`src/attach_seq_pkg.sv`:
```
// package: offsets, field positions, timing constants and states of the attach sequencer
package attach_seq_pkg;

  // clock rate and documented waits
  localparam int unsigned CLK_HZ         = 20_000_000;
  localparam int unsigned CYC_PER_MS     = CLK_HZ / 1000;
  localparam int unsigned SETTLE_MS      = 100;
  localparam int unsigned BUS_RESET_MS   = 50;
  localparam int unsigned RECOVER_MS     = 10;
  localparam int unsigned SETTLE_CYC     = SETTLE_MS * CYC_PER_MS;
  localparam int unsigned BUS_RESET_CYC  = BUS_RESET_MS * CYC_PER_MS;
  localparam int unsigned RECOVER_CYC    = RECOVER_MS * CYC_PER_MS;

  // device register map, reached over the device's own register port
  localparam logic [3:0] DEV_USB_CONTROL  = 4'h0;
  localparam logic [3:0] DEV_OTG_CONTROL  = 4'h1;
  localparam logic [3:0] DEV_IRQ_ENABLE   = 4'h2;
  localparam logic [3:0] DEV_IRQ_FLAG     = 4'h3;
  localparam logic [3:0] DEV_USB_ADDRESS  = 4'h4;
  localparam logic [3:0] DEV_EP0_CONTROL  = 4'h5;

  // device field positions
  localparam int unsigned FRAME_MARKER_ENABLE_BIT   = 0;
  localparam int unsigned HOST_MODE_ENABLE_BIT      = 3;
  localparam int unsigned BUS_RESET_DRIVE_BIT       = 4;
  localparam int unsigned LINE_J_STATE_BIT          = 7;
  localparam int unsigned DMINUS_PULLDOWN_ENABLE_BIT = 4;
  localparam int unsigned DPLUS_PULLDOWN_ENABLE_BIT = 5;
  localparam int unsigned DMINUS_PULLUP_ENABLE_BIT  = 6;
  localparam int unsigned DPLUS_PULLUP_ENABLE_BIT   = 7;
  localparam int unsigned ATTACH_IRQ_ENABLE_BIT     = 6;
  localparam int unsigned ATTACH_FLAG_BIT           = 6;
  localparam int unsigned TRANSFER_DONE_FLAG_BIT    = 3;
  localparam int unsigned LOW_SPEED_ENABLE_BIT      = 7;
  localparam int unsigned LOW_SPEED_EP_SELECT_BIT   = 7;

  // own software-facing register map
  localparam logic [3:0] SW_CTRL     = 4'h0;
  localparam logic [3:0] SW_STATUS   = 4'h1;
  localparam logic [3:0] SW_RAW_ADDR = 4'h2;
  localparam logic [3:0] SW_RAW_DATA = 4'h3;
  localparam logic [3:0] SW_RAW_CMD  = 4'h4;
  localparam logic [3:0] SW_STATE    = 4'h5;

  localparam int unsigned CTRL_START_BIT   = 0;
  localparam int unsigned CTRL_ABORT_BIT   = 1;
  localparam int unsigned RAW_WRITE_BIT    = 0;
  localparam int unsigned RAW_READ_BIT     = 1;
  localparam int unsigned ST_BUSY_BIT      = 0;
  localparam int unsigned ST_DONE_BIT      = 1;
  localparam int unsigned ST_LOW_SPEED_BIT = 2;
  localparam int unsigned ST_ATTACHED_BIT  = 3;
  localparam int unsigned ST_XFER_DONE_BIT = 4;
  localparam int unsigned ST_ABORTED_BIT   = 5;

  localparam logic [7:0] BYTE_ZERO = 8'h00;

  typedef enum logic [4:0] {
    S_IDLE, S_HOST_ON, S_PULLS, S_QUIET, S_IRQ_EN, S_POLL_RD, S_POLL_WAIT,
    S_CLR_FLAG, S_SETTLE, S_LINE_RD, S_LINE_WAIT, S_LS_ADDR, S_LS_EP0,
    S_RST_ON, S_RST_HOLD, S_RST_OFF, S_SOF_ON, S_RECOVER, S_ABORT,
    S_RAW_GO, S_RAW_WAIT
  } seq_state_t;

endpackage

```
`src/seq_timer.sv`:
```
// down-counting wait timer, loaded by the sequencer
`timescale 1ns/1ps
`default_nettype none
module seq_timer import attach_seq_pkg::*; #(
  parameter int unsigned CNT_W = 22
) (
  input  wire logic             ref_clk,
  input  wire logic             reset,
  input  wire logic             load,
  input  wire logic [CNT_W-1:0] load_val,
  output logic                  expired
);

  logic [CNT_W-1:0] cnt_r;

  if (CNT_W < 2) begin : g_chk
    $error("seq_timer: CNT_W too small");
  end

  // load value minus one so a wait of n cycles expires n cycles after load
  always_ff @(posedge ref_clk) begin
    if (reset) begin
      cnt_r <= '0;
    end else if (load) begin
      cnt_r <= (load_val == '0) ? '0 : load_val - 1'b1;
    end else if (cnt_r != '0) begin
      cnt_r <= cnt_r - 1'b1;
    end
  end

  assign expired = (cnt_r == '0);

endmodule
`default_nettype wire

```
`src/dev_access.sv`:
```
// one-request register port master toward the device, all outputs registered
`timescale 1ns/1ps
`default_nettype none
module dev_access import attach_seq_pkg::*; #(
  parameter int unsigned ADDR_W = 4,
  parameter int unsigned DATA_W = 8
) (
  input  wire logic              ref_clk,
  input  wire logic              reset,
  input  wire logic              req_wr,
  input  wire logic              req_rd,
  input  wire logic [ADDR_W-1:0] req_addr,
  input  wire logic [DATA_W-1:0] req_wdata,
  input  wire logic [DATA_W-1:0] dev_rdata,
  output logic      [ADDR_W-1:0] dev_addr,
  output logic      [DATA_W-1:0] dev_wdata,
  output logic                   dev_wr,
  output logic                   dev_rd,
  output logic                   rd_valid,
  output logic      [DATA_W-1:0] rd_data
);

  // strobes last one cycle; address and data hold until the next request
  always_ff @(posedge ref_clk) begin
    if (reset) begin
      dev_addr  <= '0;
      dev_wdata <= '0;
      dev_wr    <= 1'b0;
      dev_rd    <= 1'b0;
    end else begin
      dev_wr <= req_wr;
      dev_rd <= req_rd & ~req_wr; // a write wins, never both strobes
      if (req_wr | req_rd) begin
        dev_addr  <= req_addr;
        dev_wdata <= req_wdata;
      end
    end
  end

  logic rd_pend_r;

  // device answers in the cycle after its read strobe; sampling at the strobe's
  // own edge would catch the stale bus, so wait one cycle and take it then
  always_ff @(posedge ref_clk) begin
    if (reset) begin
      rd_pend_r <= 1'b0;
      rd_valid  <= 1'b0;
      rd_data   <= '0;
    end else begin
      rd_pend_r <= dev_rd;
      rd_valid  <= rd_pend_r;
      if (rd_pend_r) begin
        rd_data <= dev_rdata;
      end
    end
  end

endmodule
`default_nettype wire

```
`src/usb_host_attach_sequencer.sv`:
```
// host bring-up sequencer: drives the usb controller's registers through attach and reset
//
// Notes on behaviour
// RULE1 - all transfers use endpoint zero and descriptors
// RULE2 - software starts transfers and handles handshakes
// RULE3 - host_mode_enable unlocks host-only control bits
// RULE4 - pull-downs on, pull-ups off before attach
// RULE5 - host mode starts frames, counter at 12,000
// RULE6 - clear frame_marker_enable to quiet bus
// RULE7 - set attach_irq_enable for attach interrupt
// RULE8 - attach flag set on SE0 to J
// RULE9 - wait 100 ms after attach for power
// RULE10 - line_j_state low after attach means low speed
// RULE11 - low speed: set address and ep0 bits
// RULE12 - bus reset held at least 50 ms; an abort during the hold cuts it short
// RULE13 - re-enable frames after reset ends
// RULE14 - wait 10 ms for device reset recovery
// RULE15 - then enumerate with standard requests
// RULE16 - transfer completion sets transfer_done_flag
// RULE17 - attach flag sticky; reset drives SE0
// RULE18 - frames off still reports line and attach
//
// Local design decisions: the plain strobed port and the address map.
`timescale 1ns/1ps
`default_nettype none
module usb_host_attach_sequencer import attach_seq_pkg::*; #(
  parameter int unsigned CNT_W         = 22,
  parameter int unsigned SETTLE_CYCLES = SETTLE_CYC,
  parameter int unsigned RESET_CYCLES  = BUS_RESET_CYC,
  parameter int unsigned RECOV_CYCLES  = RECOVER_CYC
) (
  input  wire logic       ref_clk,
  input  wire logic       reset,
  // software port
  input  wire logic [3:0] sw_addr,
  input  wire logic [7:0] sw_wdata,
  input  wire logic       sw_wr,
  input  wire logic       sw_rd,
  output logic      [7:0] sw_rdata,
  // device register port
  output logic      [3:0] dev_addr,
  output logic      [7:0] dev_wdata,
  output logic            dev_wr,
  output logic            dev_rd,
  input  wire logic [7:0] dev_rdata
);

  // elaboration check: every wait must fit the timer
  if (SETTLE_CYCLES >= (64'd1 << CNT_W) || RESET_CYCLES >= (64'd1 << CNT_W) ||
      RECOV_CYCLES >= (64'd1 << CNT_W) || SETTLE_CYCLES == 0 ||
      RESET_CYCLES == 0 || RECOV_CYCLES == 0) begin : g_chk
    $error("usb_host_attach_sequencer: wait counts do not fit CNT_W");
  end

  // one-hot byte for a field position
  function automatic logic [7:0] fld(input int unsigned pos);
    fld = 8'h01 << pos[2:0];
  endfunction

  seq_state_t state_r;
  seq_state_t state_nxt;

  logic       req_wr;
  logic       req_rd;
  logic [3:0] req_addr;
  logic [7:0] req_wdata;
  logic       rd_valid;
  logic [7:0] rd_data;
  logic       tmr_load;
  logic [CNT_W-1:0] tmr_val;
  logic       tmr_expired;

  logic       start_cmd;
  logic       abort_cmd;
  logic       raw_cmd;
  logic       done_r;
  logic       aborted_r;
  logic       low_speed_r;
  logic       attached_r;
  logic       xfer_done_r;
  logic [3:0] raw_addr_r;
  logic [7:0] raw_data_r;
  logic       raw_is_rd_r;
  logic [7:0] raw_rdata_r;
  logic [7:0] rdata_nxt;

  wire logic busy = (state_r != S_IDLE);

  // decoded software commands
  assign start_cmd = sw_wr && sw_addr == SW_CTRL && sw_wdata[CTRL_START_BIT];
  assign abort_cmd = sw_wr && sw_addr == SW_CTRL && sw_wdata[CTRL_ABORT_BIT];
  assign raw_cmd   = sw_wr && sw_addr == SW_RAW_CMD &&
                     (sw_wdata[RAW_WRITE_BIT] | sw_wdata[RAW_READ_BIT]);

  dev_access #(
    .ADDR_W (4),
    .DATA_W (8)
  ) u_dev (
    .ref_clk   (ref_clk),
    .reset     (reset),
    .req_wr    (req_wr),
    .req_rd    (req_rd),
    .req_addr  (req_addr),
    .req_wdata (req_wdata),
    .dev_rdata (dev_rdata),
    .dev_addr  (dev_addr),
    .dev_wdata (dev_wdata),
    .dev_wr    (dev_wr),
    .dev_rd    (dev_rd),
    .rd_valid  (rd_valid),
    .rd_data   (rd_data)
  );

  seq_timer #(
    .CNT_W (CNT_W)
  ) u_tmr (
    .ref_clk  (ref_clk),
    .reset    (reset),
    .load     (tmr_load),
    .load_val (tmr_val),
    .expired  (tmr_expired)
  );

  // next state and the single device request issued in each step
  always_comb begin
    state_nxt = state_r;
    req_wr    = 1'b0;
    req_rd    = 1'b0;
    req_addr  = DEV_USB_CONTROL;
    req_wdata = BYTE_ZERO;
    tmr_load  = 1'b0;
    tmr_val   = '0;
    case (state_r)
      S_IDLE: begin
        if (start_cmd) begin
          state_nxt = S_HOST_ON;
        end else if (raw_cmd) begin
          state_nxt = S_RAW_GO;
        end
      end
      S_HOST_ON: begin
        // host mode on; frame markers are switched on in the same write
        req_wr    = 1'b1;
        req_wdata = fld(HOST_MODE_ENABLE_BIT) | fld(FRAME_MARKER_ENABLE_BIT); // RULE3 RULE5
        state_nxt = S_PULLS;
      end
      S_PULLS: begin
        req_wr    = 1'b1;
        req_addr  = DEV_OTG_CONTROL;
        req_wdata = fld(DPLUS_PULLDOWN_ENABLE_BIT) | fld(DMINUS_PULLDOWN_ENABLE_BIT); // RULE4
        state_nxt = S_QUIET;
      end
      S_QUIET: begin
        // no frames while waiting, so the idle bus stays noise free
        req_wr    = 1'b1;
        req_wdata = fld(HOST_MODE_ENABLE_BIT); // RULE6
        state_nxt = S_IRQ_EN;
      end
      S_IRQ_EN: begin
        req_wr    = 1'b1;
        req_addr  = DEV_IRQ_ENABLE;
        req_wdata = fld(ATTACH_IRQ_ENABLE_BIT); // RULE7
        state_nxt = S_POLL_RD;
      end
      S_POLL_RD: begin
        // the flag is polled rather than taken as an interrupt line
        req_rd    = 1'b1;
        req_addr  = DEV_IRQ_FLAG;
        state_nxt = S_POLL_WAIT;
      end
      S_POLL_WAIT: begin
        if (rd_valid) begin
          state_nxt = rd_data[ATTACH_FLAG_BIT] ? S_CLR_FLAG : S_POLL_RD; // RULE8 RULE17
        end
      end
      S_CLR_FLAG: begin
        // flag is sticky in the device, cleared by writing one
        req_wr    = 1'b1;
        req_addr  = DEV_IRQ_FLAG;
        req_wdata = fld(ATTACH_FLAG_BIT); // RULE17
        tmr_load  = 1'b1;
        tmr_val   = CNT_W'(SETTLE_CYCLES); // RULE9
        state_nxt = S_SETTLE;
      end
      S_SETTLE: begin
        if (tmr_expired) begin
          state_nxt = S_LINE_RD;
        end
      end
      S_LINE_RD: begin
        req_rd    = 1'b1;
        state_nxt = S_LINE_WAIT;
      end
      S_LINE_WAIT: begin
        if (rd_valid) begin
          state_nxt = rd_data[LINE_J_STATE_BIT] ? S_RST_ON : S_LS_ADDR; // RULE10 RULE18
        end
      end
      S_LS_ADDR: begin
        req_wr    = 1'b1;
        req_addr  = DEV_USB_ADDRESS;
        req_wdata = fld(LOW_SPEED_ENABLE_BIT); // RULE11
        state_nxt = S_LS_EP0;
      end
      S_LS_EP0: begin
        req_wr    = 1'b1;
        req_addr  = DEV_EP0_CONTROL;
        req_wdata = fld(LOW_SPEED_EP_SELECT_BIT); // RULE11 RULE1
        state_nxt = S_RST_ON;
      end
      S_RST_ON: begin
        req_wr    = 1'b1;
        req_wdata = fld(HOST_MODE_ENABLE_BIT) | fld(BUS_RESET_DRIVE_BIT); // RULE12 RULE17
        tmr_load  = 1'b1;
        tmr_val   = CNT_W'(RESET_CYCLES);
        state_nxt = S_RST_HOLD;
      end
      S_RST_HOLD: begin
        if (abort_cmd || tmr_expired) begin
          state_nxt = S_RST_OFF; // RULE12
        end
      end
      S_RST_OFF: begin
        // an abort still ends the reset cleanly rather than leaving SE0 on
        req_wr    = 1'b1;
        req_wdata = fld(HOST_MODE_ENABLE_BIT);
        state_nxt = aborted_r ? S_IDLE : S_SOF_ON;
      end
      S_SOF_ON: begin
        req_wr    = 1'b1;
        req_wdata = fld(HOST_MODE_ENABLE_BIT) | fld(FRAME_MARKER_ENABLE_BIT); // RULE13
        tmr_load  = 1'b1;
        tmr_val   = CNT_W'(RECOV_CYCLES); // RULE14
        state_nxt = S_RECOVER;
      end
      S_RECOVER: begin
        if (tmr_expired) begin
          state_nxt = S_IDLE; // RULE15
        end
      end
      S_ABORT: begin
        req_wr    = 1'b1;
        req_wdata = fld(HOST_MODE_ENABLE_BIT);
        state_nxt = S_IDLE;
      end
      S_RAW_GO: begin
        // software-driven access for endpoint-zero transfers and descriptors
        req_wr    = ~raw_is_rd_r; // RULE2
        req_rd    = raw_is_rd_r;
        req_addr  = raw_addr_r;
        req_wdata = raw_data_r;
        state_nxt = raw_is_rd_r ? S_RAW_WAIT : S_IDLE;
      end
      S_RAW_WAIT: begin
        if (rd_valid) begin
          state_nxt = S_IDLE;
        end
      end
      default: begin
        state_nxt = S_IDLE;
      end
    endcase
    // abort leaves any step except the reset pair and raw accesses
    if (abort_cmd && state_r != S_IDLE && state_r != S_RST_HOLD &&
        state_r != S_RST_OFF && state_r != S_ABORT && state_r != S_RAW_GO &&
        state_r != S_RAW_WAIT) begin
      state_nxt = S_ABORT;
    end
  end

  // sequencer state
  always_ff @(posedge ref_clk) begin
    if (reset) begin
      state_r <= S_IDLE;
    end else begin
      state_r <= state_nxt;
    end
  end

  // sequence outcome flags; a hardware set wins over a clear by start
  always_ff @(posedge ref_clk) begin
    if (reset) begin
      done_r      <= 1'b0;
      aborted_r   <= 1'b0;
      attached_r  <= 1'b0;
      low_speed_r <= 1'b0;
    end else begin
      if (state_r == S_RECOVER && tmr_expired) begin
        done_r <= 1'b1;
      end else if (start_cmd && !busy) begin
        done_r <= 1'b0;
      end
      if (abort_cmd && busy) begin
        aborted_r <= 1'b1;
      end else if (start_cmd && !busy) begin
        aborted_r <= 1'b0;
      end
      if (state_r == S_POLL_WAIT && rd_valid && rd_data[ATTACH_FLAG_BIT]) begin
        attached_r <= 1'b1;
      end else if (start_cmd && !busy) begin
        attached_r <= 1'b0;
      end
      if (state_r == S_LINE_WAIT && rd_valid) begin
        low_speed_r <= ~rd_data[LINE_J_STATE_BIT]; // RULE10
      end else if (start_cmd && !busy) begin
        low_speed_r <= 1'b0;
      end
    end
  end

  // raw access registers and the transfer-complete watch
  always_ff @(posedge ref_clk) begin
    if (reset) begin
      raw_addr_r  <= 4'h0;
      raw_data_r  <= BYTE_ZERO;
      raw_is_rd_r <= 1'b0;
      raw_rdata_r <= BYTE_ZERO;
      xfer_done_r <= 1'b0;
    end else begin
      if (sw_wr && sw_addr == SW_RAW_ADDR) begin
        raw_addr_r <= sw_wdata[3:0];
      end
      if (sw_wr && sw_addr == SW_RAW_DATA) begin
        raw_data_r <= sw_wdata;
      end
      if (raw_cmd && !busy) begin
        raw_is_rd_r <= sw_wdata[RAW_READ_BIT];
      end
      if (state_r == S_RAW_WAIT && rd_valid) begin
        raw_rdata_r <= rd_data;
      end
      // a raw read of the flag register shows transfer completion
      if (state_r == S_RAW_WAIT && rd_valid && raw_addr_r == DEV_IRQ_FLAG &&
          rd_data[TRANSFER_DONE_FLAG_BIT]) begin
        xfer_done_r <= 1'b1; // RULE16
      end else if (raw_cmd && !busy) begin
        xfer_done_r <= 1'b0;
      end
    end
  end

  // software read mux, answered in the next cycle
  always_comb begin
    rdata_nxt = BYTE_ZERO;
    case (sw_addr)
      SW_STATUS: begin
        rdata_nxt[ST_BUSY_BIT]      = busy;
        rdata_nxt[ST_DONE_BIT]      = done_r;
        rdata_nxt[ST_LOW_SPEED_BIT] = low_speed_r;
        rdata_nxt[ST_ATTACHED_BIT]  = attached_r;
        rdata_nxt[ST_XFER_DONE_BIT] = xfer_done_r;
        rdata_nxt[ST_ABORTED_BIT]   = aborted_r;
      end
      SW_RAW_ADDR: rdata_nxt = {4'h0, raw_addr_r};
      SW_RAW_DATA: rdata_nxt = raw_rdata_r;
      SW_STATE:    rdata_nxt = {3'h0, state_r};
      default:     rdata_nxt = BYTE_ZERO;
    endcase
  end

  always_ff @(posedge ref_clk) begin
    if (reset) begin
      sw_rdata <= BYTE_ZERO;
    end else begin
      sw_rdata <= sw_rd ? rdata_nxt : BYTE_ZERO;
    end
  end

endmodule
`default_nettype wire

```
`config.mk`:
```
export PLATFORM = sky130hd
export DESIGN_NAME = usb_host_attach_sequencer
export DESIGN_NICKNAME = d
export VERILOG_FILES = /design/src/attach_seq_pkg.sv /design/src/seq_timer.sv /design/src/dev_access.sv /design/src/usb_host_attach_sequencer.sv
export SDC_FILE = /design/constraint.sdc
export NUM_CORES = 1
export LEC_CHECK = 0
export BUFFER_PORTS_ARGS = -buffer_cell sky130_fd_sc_hd__buf_4
export CAP_MARGIN = 20
export CORE_ASPECT_RATIO = 1.2
export CORE_MARGIN = 5
export CORE_UTILIZATION = 40
export DETAILED_ROUTE_END_ITERATION = 10
export GPL_TIMING_DRIVEN = 0
export SLEW_MARGIN = 15
export SYNTH_ARGS = -nofsm -noshare
export SYNTH_HDL_FRONTEND = slang
export SYNTH_SLANG_ARGS = --single-unit
```
`constraint.sdc`:
```
create_clock -name ref_clk -period 2.3 [get_ports ref_clk]
set_clock_uncertainty 0.2 [all_clocks]
set_input_delay 0.46 -clock ref_clk [delete_from_list [all_inputs] [get_ports ref_clk]]
set_output_delay 0.46 -clock ref_clk [all_outputs]
set_load 0.01 [all_outputs]
```
==> results of run 1 <==
metrics by stage:
| stage | hold slack (ns) | TNS [ns] | instance area [um^2] |
|---|---|---|---|
| global route | 0.1435 | -1.424 | 5585 |
| finish | 0.1514 | -0.08018 | 5585 |
| CTS | 0.1419 | -0.03236 | 5466 |
| detailed placement | 0.2496 | -11.84 | 4847 |
| floorplan | 0.2295 | -0.1998 | 4355 |
| global placement | 0.2418 | -11.45 | 4847 |
critical path: stages (launching register included):
cell and delay [ns]:
dfxtp_4 0.35, or4_4 0.52, nor4_4 0.28, buf_4 0.17, nand4_4 0.13, buf_4 0.18, buf_4 0.13, a21oi_1 0.13
o221a_2 0.19
per-layer routing:
metal | vias to the layer above | wire [um]
met3 | 33 | 592
met4 | 0 | 416
li1 | 2063 | -
met1 | 1994 | 5142
met2 | 152 | 6719
met5 | - | 0
kinds of logic after synthesis:
logic type,Yosys count,synth area share
AND/OR/NAND/NOR,224,0.2596
adder cells (fa/ha/maj),4,0.01160
multiplexers,30,0.06961
buffers and inverters,48,0.04466
XOR/XNOR,16,0.03248
AO/OA/AOI/OAI,126,0.1876
flip-flops,85,0.3944
power by group through the flow:
stage	Clock, mW	Sequential, mW	Combinational [mW]
detailed placement	0	2.02	2.91
global route	1.84	2.06	3.87
finish	1.73	2.01	3.54
floorplan	0	1.99	2.19
global placement	0	2.01	2.88
CTS	1.76	1.99	3.28
flip-flops by register name, summed over array words and instances, names as in the netlist, 4 cells and up:
signal and cells:
u_dev.dev_addr 4, u_dev.dev_wdata 8, u_tmr.cnt_r 22, raw_addr_r 4
sw_rdata 8, raw_rdata_r 8, state_r 5, u_dev.rd_data 8
raw_data_r 8
worst min path at each step:
stage,endpoint,cells past startpoint
global placement,sw_rdata[6]$_SDFF_PP0_,1
floorplan,sw_rdata[6]$_SDFF_PP0_,1
global route,u_dev.rd_data[4]$_SDFFE_PP0P_,3
detailed placement,raw_data_r[4]$_SDFFE_PP0P_,2
CTS,u_dev.rd_data[2]$_SDFFE_PP0P_,3
finish,u_dev.rd_data[4]$_SDFFE_PP0P_,3
what timing repair did:
item                                    4_1_cts  5_1_grt
gates cloned                                  2        0
endpoints found under the setup margin       48       38
endpoints found under the hold margin         0        0
pin swaps                                    13       16
hold buffers                                  0        0
setup buffers                                17        4
resized for setup                            44       37
area by class of cell:
type                       count  area [um^2]
timing repair buffer          66        503.0
sequential                    85         1719
tap                          129        161.4
clock buffer                   9        225.2
multi-input combinational    401         2625
clock inverter                 7        130.1
fill                         993         4931
buffer                        30        165.2
inverter                      15        56.30
cells in the final DEF (no fill, tap or decap), types with 3 or more instances in the layout:
cell type and instances:
nand3_1 27, a21oi_1 46, clkbuf_2 6, nor2_2 6, clkbuf_1 13, or4_4 3, o22ai_1 4, nand2_4 3
xor2_1 7, nor2b_1 11, dfxtp_1 75, nor2_4 5, mux2i_1 30, o22a_1 3, clkbuf_16 9, inv_1 14
o21ai_0 18, and2_1 4, a32oi_1 5, a211oi_1 7, xnor2_1 9, bufinv_16 3, dfxtp_2 8, nor3_1 9
a21oi_2 6, clkbuf_4 3, a221oi_1 3, buf_6 4, o31a_1 3, nor4_1 6, or3_1 6, nand2b_1 5
and3_1 5, nor2_1 71, buf_4 66, nand2_1 36, a22oi_1 8, nand4_1 5
==> impl_metrics.tcl, run 1 <==
set metrics [dict create \
    path_max_fanout 5 \
    initial_core_util 0.4102 \
    synth_fp_nets 561 \
    period_minus_slack_ns 2.323 \
    nets 636 \
    synthArstFlopShare 0 \
    track_usage 0.2053 \
    max_cap_violations 0 \
    power_frac_seq 0.276 \
    tightestPinTransition_ns 0.6981 \
    first_pass_iters 5 \
    regToRegSetupSlack_ns -0.02 \
    switching_power_mw 2.876 \
    crit_arrival_ns 2.41 \
    grt_pass1_wl_mm 21.47 \
    cts.sinks 85 \
    die_h_um 123.8 \
    violations "negative setup slack" \
    reg2regPathDepth 8 \
    syn_avg_cell_area_um2 8.094 \
    drtAntennaViolNets 0 \
    hp-class "in -> reg" \
    yosys.area.top_type "dfxtp_1" \
    vias_per_cell 5.717 \
    grtUsageMet2 0.3689 \
    synth_edf_count 0 \
    cts_root_buf "clkbuf_16" \
    ys.flop_type "dfxtp_1" \
    vias 4242 \
    critPathLaunchType "register" \
    syn_area_um2 4314 \
    yosysMostFrequentCell "dfxtp_1" \
    wire_per_inst_um 17.35 \
    p_int_mw 4.409 \
    drt_wl_total_mm 12.87 \
    cts_inserted_buffers 9 \
    stdcell_count 742 \
    globalRouteOverflowTotal 0 \
    relSlewSlack 0.5346 \
    syn_inst 533 \
    setup-violations-final 8 \
    pre_cts_ws_ns -0.6179 \
    met3_usage 0.04147 \
    rows 41 \
    synth_top_area_frac 0.3944 \
    reg2reg_from "u_tmr.cnt_r[6]$_SDFFE_PP0P_" \
    status "finished, violations left" \
    cts_tree "yes" \
    p_sw_frac 0.3948 \
    place_inst 706 \
    setup_slack_ns -0.02304 \
    drc_errors 0 \
    fmax_ghz 0.4305 \
    io_pins 46 \
    antenna_found_initial 0 \
    drtIter0Drc 368 \
    synthTopCellsByCount "dfxtp_1 (85), nor2_1 (81), a21oi_1 (52)" \
    rsz0062_at_grt "true" \
    combPwrFrac 0.487 \
    power_density_nw_per_um2 1304 \
    netlist_top_cells_area "dfxtp_1 (39%), nor2_1 (7.0%), mux2i_1 (7.0%), a21oi_1 (6.0%), nand2_1 (3.4%)" \
    core_um2 10520 \
    cp-endpoint "u_tmr.cnt_r[0]$_SDFFE_PP0P_" \
    hpwl_mm 9.288 \
    first_global_vias 4301 \
    clockBufferDepth 2 \
    grt.busiest_layer "met2" \
    hold_start "dev_rdata[4]" \
    p_leak_nw 2.236 \
    yosysWarnings 0 \
    path_clk_slew_ns 0.07 \
    regToRegEndpoint "u_tmr.cnt_r[0]$_SDFFE_PP0P_" \
    final-hold-violation-count 0 \
    die_area_um2 12970 \
    ys_ff_latch 85 \
    drive_above_1_share 0.2545 \
    cp.required_ns 2.38 \
    fin_util 0.5311 \
    vdd_drop_max_v 0.0005070 \
    die_x_um 104.8 \
    htree_levels 3 \
    total_power_mw 7.286 \
    worstSetupStartpoint "u_tmr.cnt_r[6]$_SDFFE_PP0P_" \
    crit_path_end_kind "register" \
    place_congestion 0.9344 \
    io_buffers 44 \
    area_growth_pct 29.47 \
    drv_slew 0 \
    final.period_utilization 1.010 \
    synth-seq-area-share 0.3944 \
    met1_usage 0.2310 \
    yosysUniqueCellTypes 57 \
    clock_latency_ns 0.34 \
    worstSetupPathType "reg -> reg" \
    n_antenna_cell 0 \
    pwr-share-clk 0.237 \
    grt_max_degree 17 \
]
No activity file was read; power rests on OpenSTA's default activity.
==> run 2: changes to the inputs <==
--- a/config.mk
+++ b/config.mk
@@ -11,7 +11,6 @@
 export CORE_MARGIN = 5
 export CORE_UTILIZATION = 40
 export DETAILED_ROUTE_END_ITERATION = 10
-export GPL_TIMING_DRIVEN = 0
 export SLEW_MARGIN = 15
 export SYNTH_ARGS = -nofsm -noshare
 export SYNTH_HDL_FRONTEND = slang
==> run 2 against run 1 <==
- largest cell class unchanged
- utilization is 0.17 points lower
- setup slack better by 0.015 ns
- total power decreased by 5.4%
- the flow still finishes with violations (negative setup slack)
- final area is 0.31% lower
- critical path type unchanged
==> impl_metrics.tcl, run 2 (synthesis gave the netlist of run 1 again) <==
set metrics [dict create \
    rows 41 \
    nets 643 \
    tightestPinTransition_ns 0.5867 \
    power_frac_seq 0.279 \
    final_common_cell "buf_4" \
    die_h_um 123.8 \
    reg2regPathDepth 6 \
    vias 4175 \
    worst-path-buf-inv 0 \
    vias_per_cell 5.574 \
    status "finished, violations left" \
    multi_input_area_um2 2551 \
    initial_core_util 0.4102 \
    cts_tree "yes" \
    grt_max_degree 34 \
    regToRegSetupSlack_ns -0.008 \
    place_congestion 0.8688 \
    crit_arrival_ns 2.34 \
    drc_errors 0 \
    hold_start "dev_rdata[1]" \
    holdWs_ns 0.1498 \
    max_cap_violations 0 \
    core_um2 10520 \
    path_max_fanout 10 \
    rsz0062_at_grt "true" \
    htree_levels 3 \
    crit_path_end_kind "register" \
    n_antenna_cell 0 \
    holdBufCountCts 0 \
    cts.sinks 85 \
    switching_power_mw 2.758 \
    pwr-share-clk 0.207 \
    drtAntennaViolNets 0 \
    reg2reg_from "u_tmr.cnt_r[12]$_SDFFE_PP0P_" \
    fmax_ghz 0.4332 \
    first_pass_iters 5 \
    largest_reg_flops 22 \
    io_pins 46 \
    fillers 998 \
    wire_per_inst_um 15.85 \
    die_x_um 104.8 \
    io_buffers 45 \
    p_int_mw 4.135 \
    crit_chain "or4_4 > nor4_4 > nand4_4 > nand2b_4 > o21a_1 > o221a_1" \
    drv_slew 0 \
    period_minus_slack_ns 2.308 \
    critPathTopFamily "simple AND/OR/NAND/NOR gates" \
    setup_slack_ns -0.008444 \
    clockBufferDepth 2 \
    globalRouteOverflowTotal 0 \
    hp-class "in -> reg" \
    clock_latency_ns 0.34 \
    regToRegEndpoint "u_tmr.cnt_r[13]$_SDFFE_PP0P_" \
    final-hold-violation-count 0 \
    vdd_drop_max_v 0.0004939 \
    critPathLaunchType "register" \
    track_usage 0.1832 \
    area_growth_pct 29.06 \
    timing.setup.tns_ns -0.008444 \
    relSlewSlack 0.6074 \
    cts_inserted_buffers 9 \
    grt_pass1_wl_mm 19.35 \
    register_area_um2 1705 \
    antenna_found_initial 0 \
    die_area_um2 12970 \
    p_leak_nw 2.306 \
    final.period_utilization 1.004 \
    top_register "u_tmr.cnt_r" \
    power_density_nw_per_um2 1238 \
    final_cell_mix "buf_4 (101), dfxtp_1 (82), nor2_1 (78), a21oi_1 (51), nand2_1 (38)" \
    drive_above_1_share 0.2516 \
    total_power_mw 6.893 \
    worstSetupPathType "reg -> reg" \
    setup-violations-final 1 \
    p_sw_frac 0.4001 \
    drtIter0Drc 292 \
    cp.required_ns 2.33 \
    combPwrFrac 0.513 \
    critical_path.max_stage_delay_ns 0.56 \
    holdPathStages 3 \
    path_clk_slew_ns 0.07 \
    fin_util 0.5294 \
    hold_end "u_dev.rd_data[1]$_SDFFE_PP0P_" \
    hpwl_mm 8.959 \
    first_global_vias 4073 \
    cts_root_buf "clkbuf_16" \
    violations "negative setup slack" \
    drt_wl_total_mm 11.87 \
    critPathSlowestCell "or4_4" \
]
run 2: changes by cell type in the layout (fill, tap and decap cells not counted), sizes merged:
cell and change:
buf +31, bufinv -3, clkbuf -22, clkinv +1
clkinvlp +1, nand2b -1
run 2: power by group through the flow:
stage / clock network (mW) / registers (mW) / logic, mW
after CTS: 1.46 / 1.92 / 3.38
after detailed placement: 0 / 1.95 / 3.36
after global routing: 1.52 / 1.95 / 3.88
final: 1.43 / 1.93 / 3.54
after global placement: 0 / 1.94 / 3.33
after floorplan: 0 / 1.99 / 2.19
run 2: area by class of cell:
cell class | instances | share of cell area
multi-input combinational | 400 | 0.4582
sequential | 85 | 0.3063
timing repair buffer | 104 | 0.1438
clock buffer | 10 | 0.04292
tap | 129 | 0.02899
inverter | 15 | 0.01011
clock inverter | 6 | 0.009663
run 2: repair_timing:
item | in CTS | in global routing
buffers inserted | 0 | 2
setup endpoints to repair | 13 | 28
gates cloned | 0 | 0
resized for setup | 1 | 22
pin swaps | 0 | 10
endpoints found under the hold margin | 0 | 0
run 2: layer usage:
metal	share of wire	GRT usage	wire length, um	vias to the layer above
met5	0	0	0	-
li1	-	-	-	2064
met3	0.039	0.03162	462	25
met4	0.022	0.07514	267	0
met1	0.42	0.2113	5020	1950
met2	0.52	0.3354	6120	136
run 2: metrics by stage:
step / setup WS [ns] / area [um^2] / cells
detailed placement: -0.1123 / 5157 / 732
global route: -0.1074 / 5568 / 749
global placement: -0.05209 / 5157 / 732
floorplan: -0.04103 / 4355 / 533
finish: -0.008444 / 5568 / 749
CTS: -0.005362 / 5455 / 748
run 2: worst max-delay path by stage:
stage                                            start                           end  slack [ns]  depth (start not counted)
after floorplan            u_tmr.cnt_r[5]$_SDFFE_PP0P_  u_tmr.cnt_r[13]$_SDFFE_PP0P_       -0.04                          7
after global placement                      sw_addr[1]       state_r[4]$_SDFFE_PP0P_       -0.05                          7
after detailed placement                    sw_addr[1]       state_r[4]$_SDFFE_PP0P_       -0.11                          6
after CTS                  u_tmr.cnt_r[5]$_SDFFE_PP0P_  u_tmr.cnt_r[13]$_SDFFE_PP0P_      -0.005                          6
after global routing      u_tmr.cnt_r[12]$_SDFFE_PP0P_  u_tmr.cnt_r[13]$_SDFFE_PP0P_       -0.11                          6
final                     u_tmr.cnt_r[12]$_SDFFE_PP0P_  u_tmr.cnt_r[13]$_SDFFE_PP0P_      -0.008                          6
run 2: worst register-to-register path: cells and delay by family, from the launching register on:
kind	cells	cell delay [ns]
and+or+nand+nor	4	1.35
AOI/OAI and AO/OA	2	0.34
DFF	1	0.32
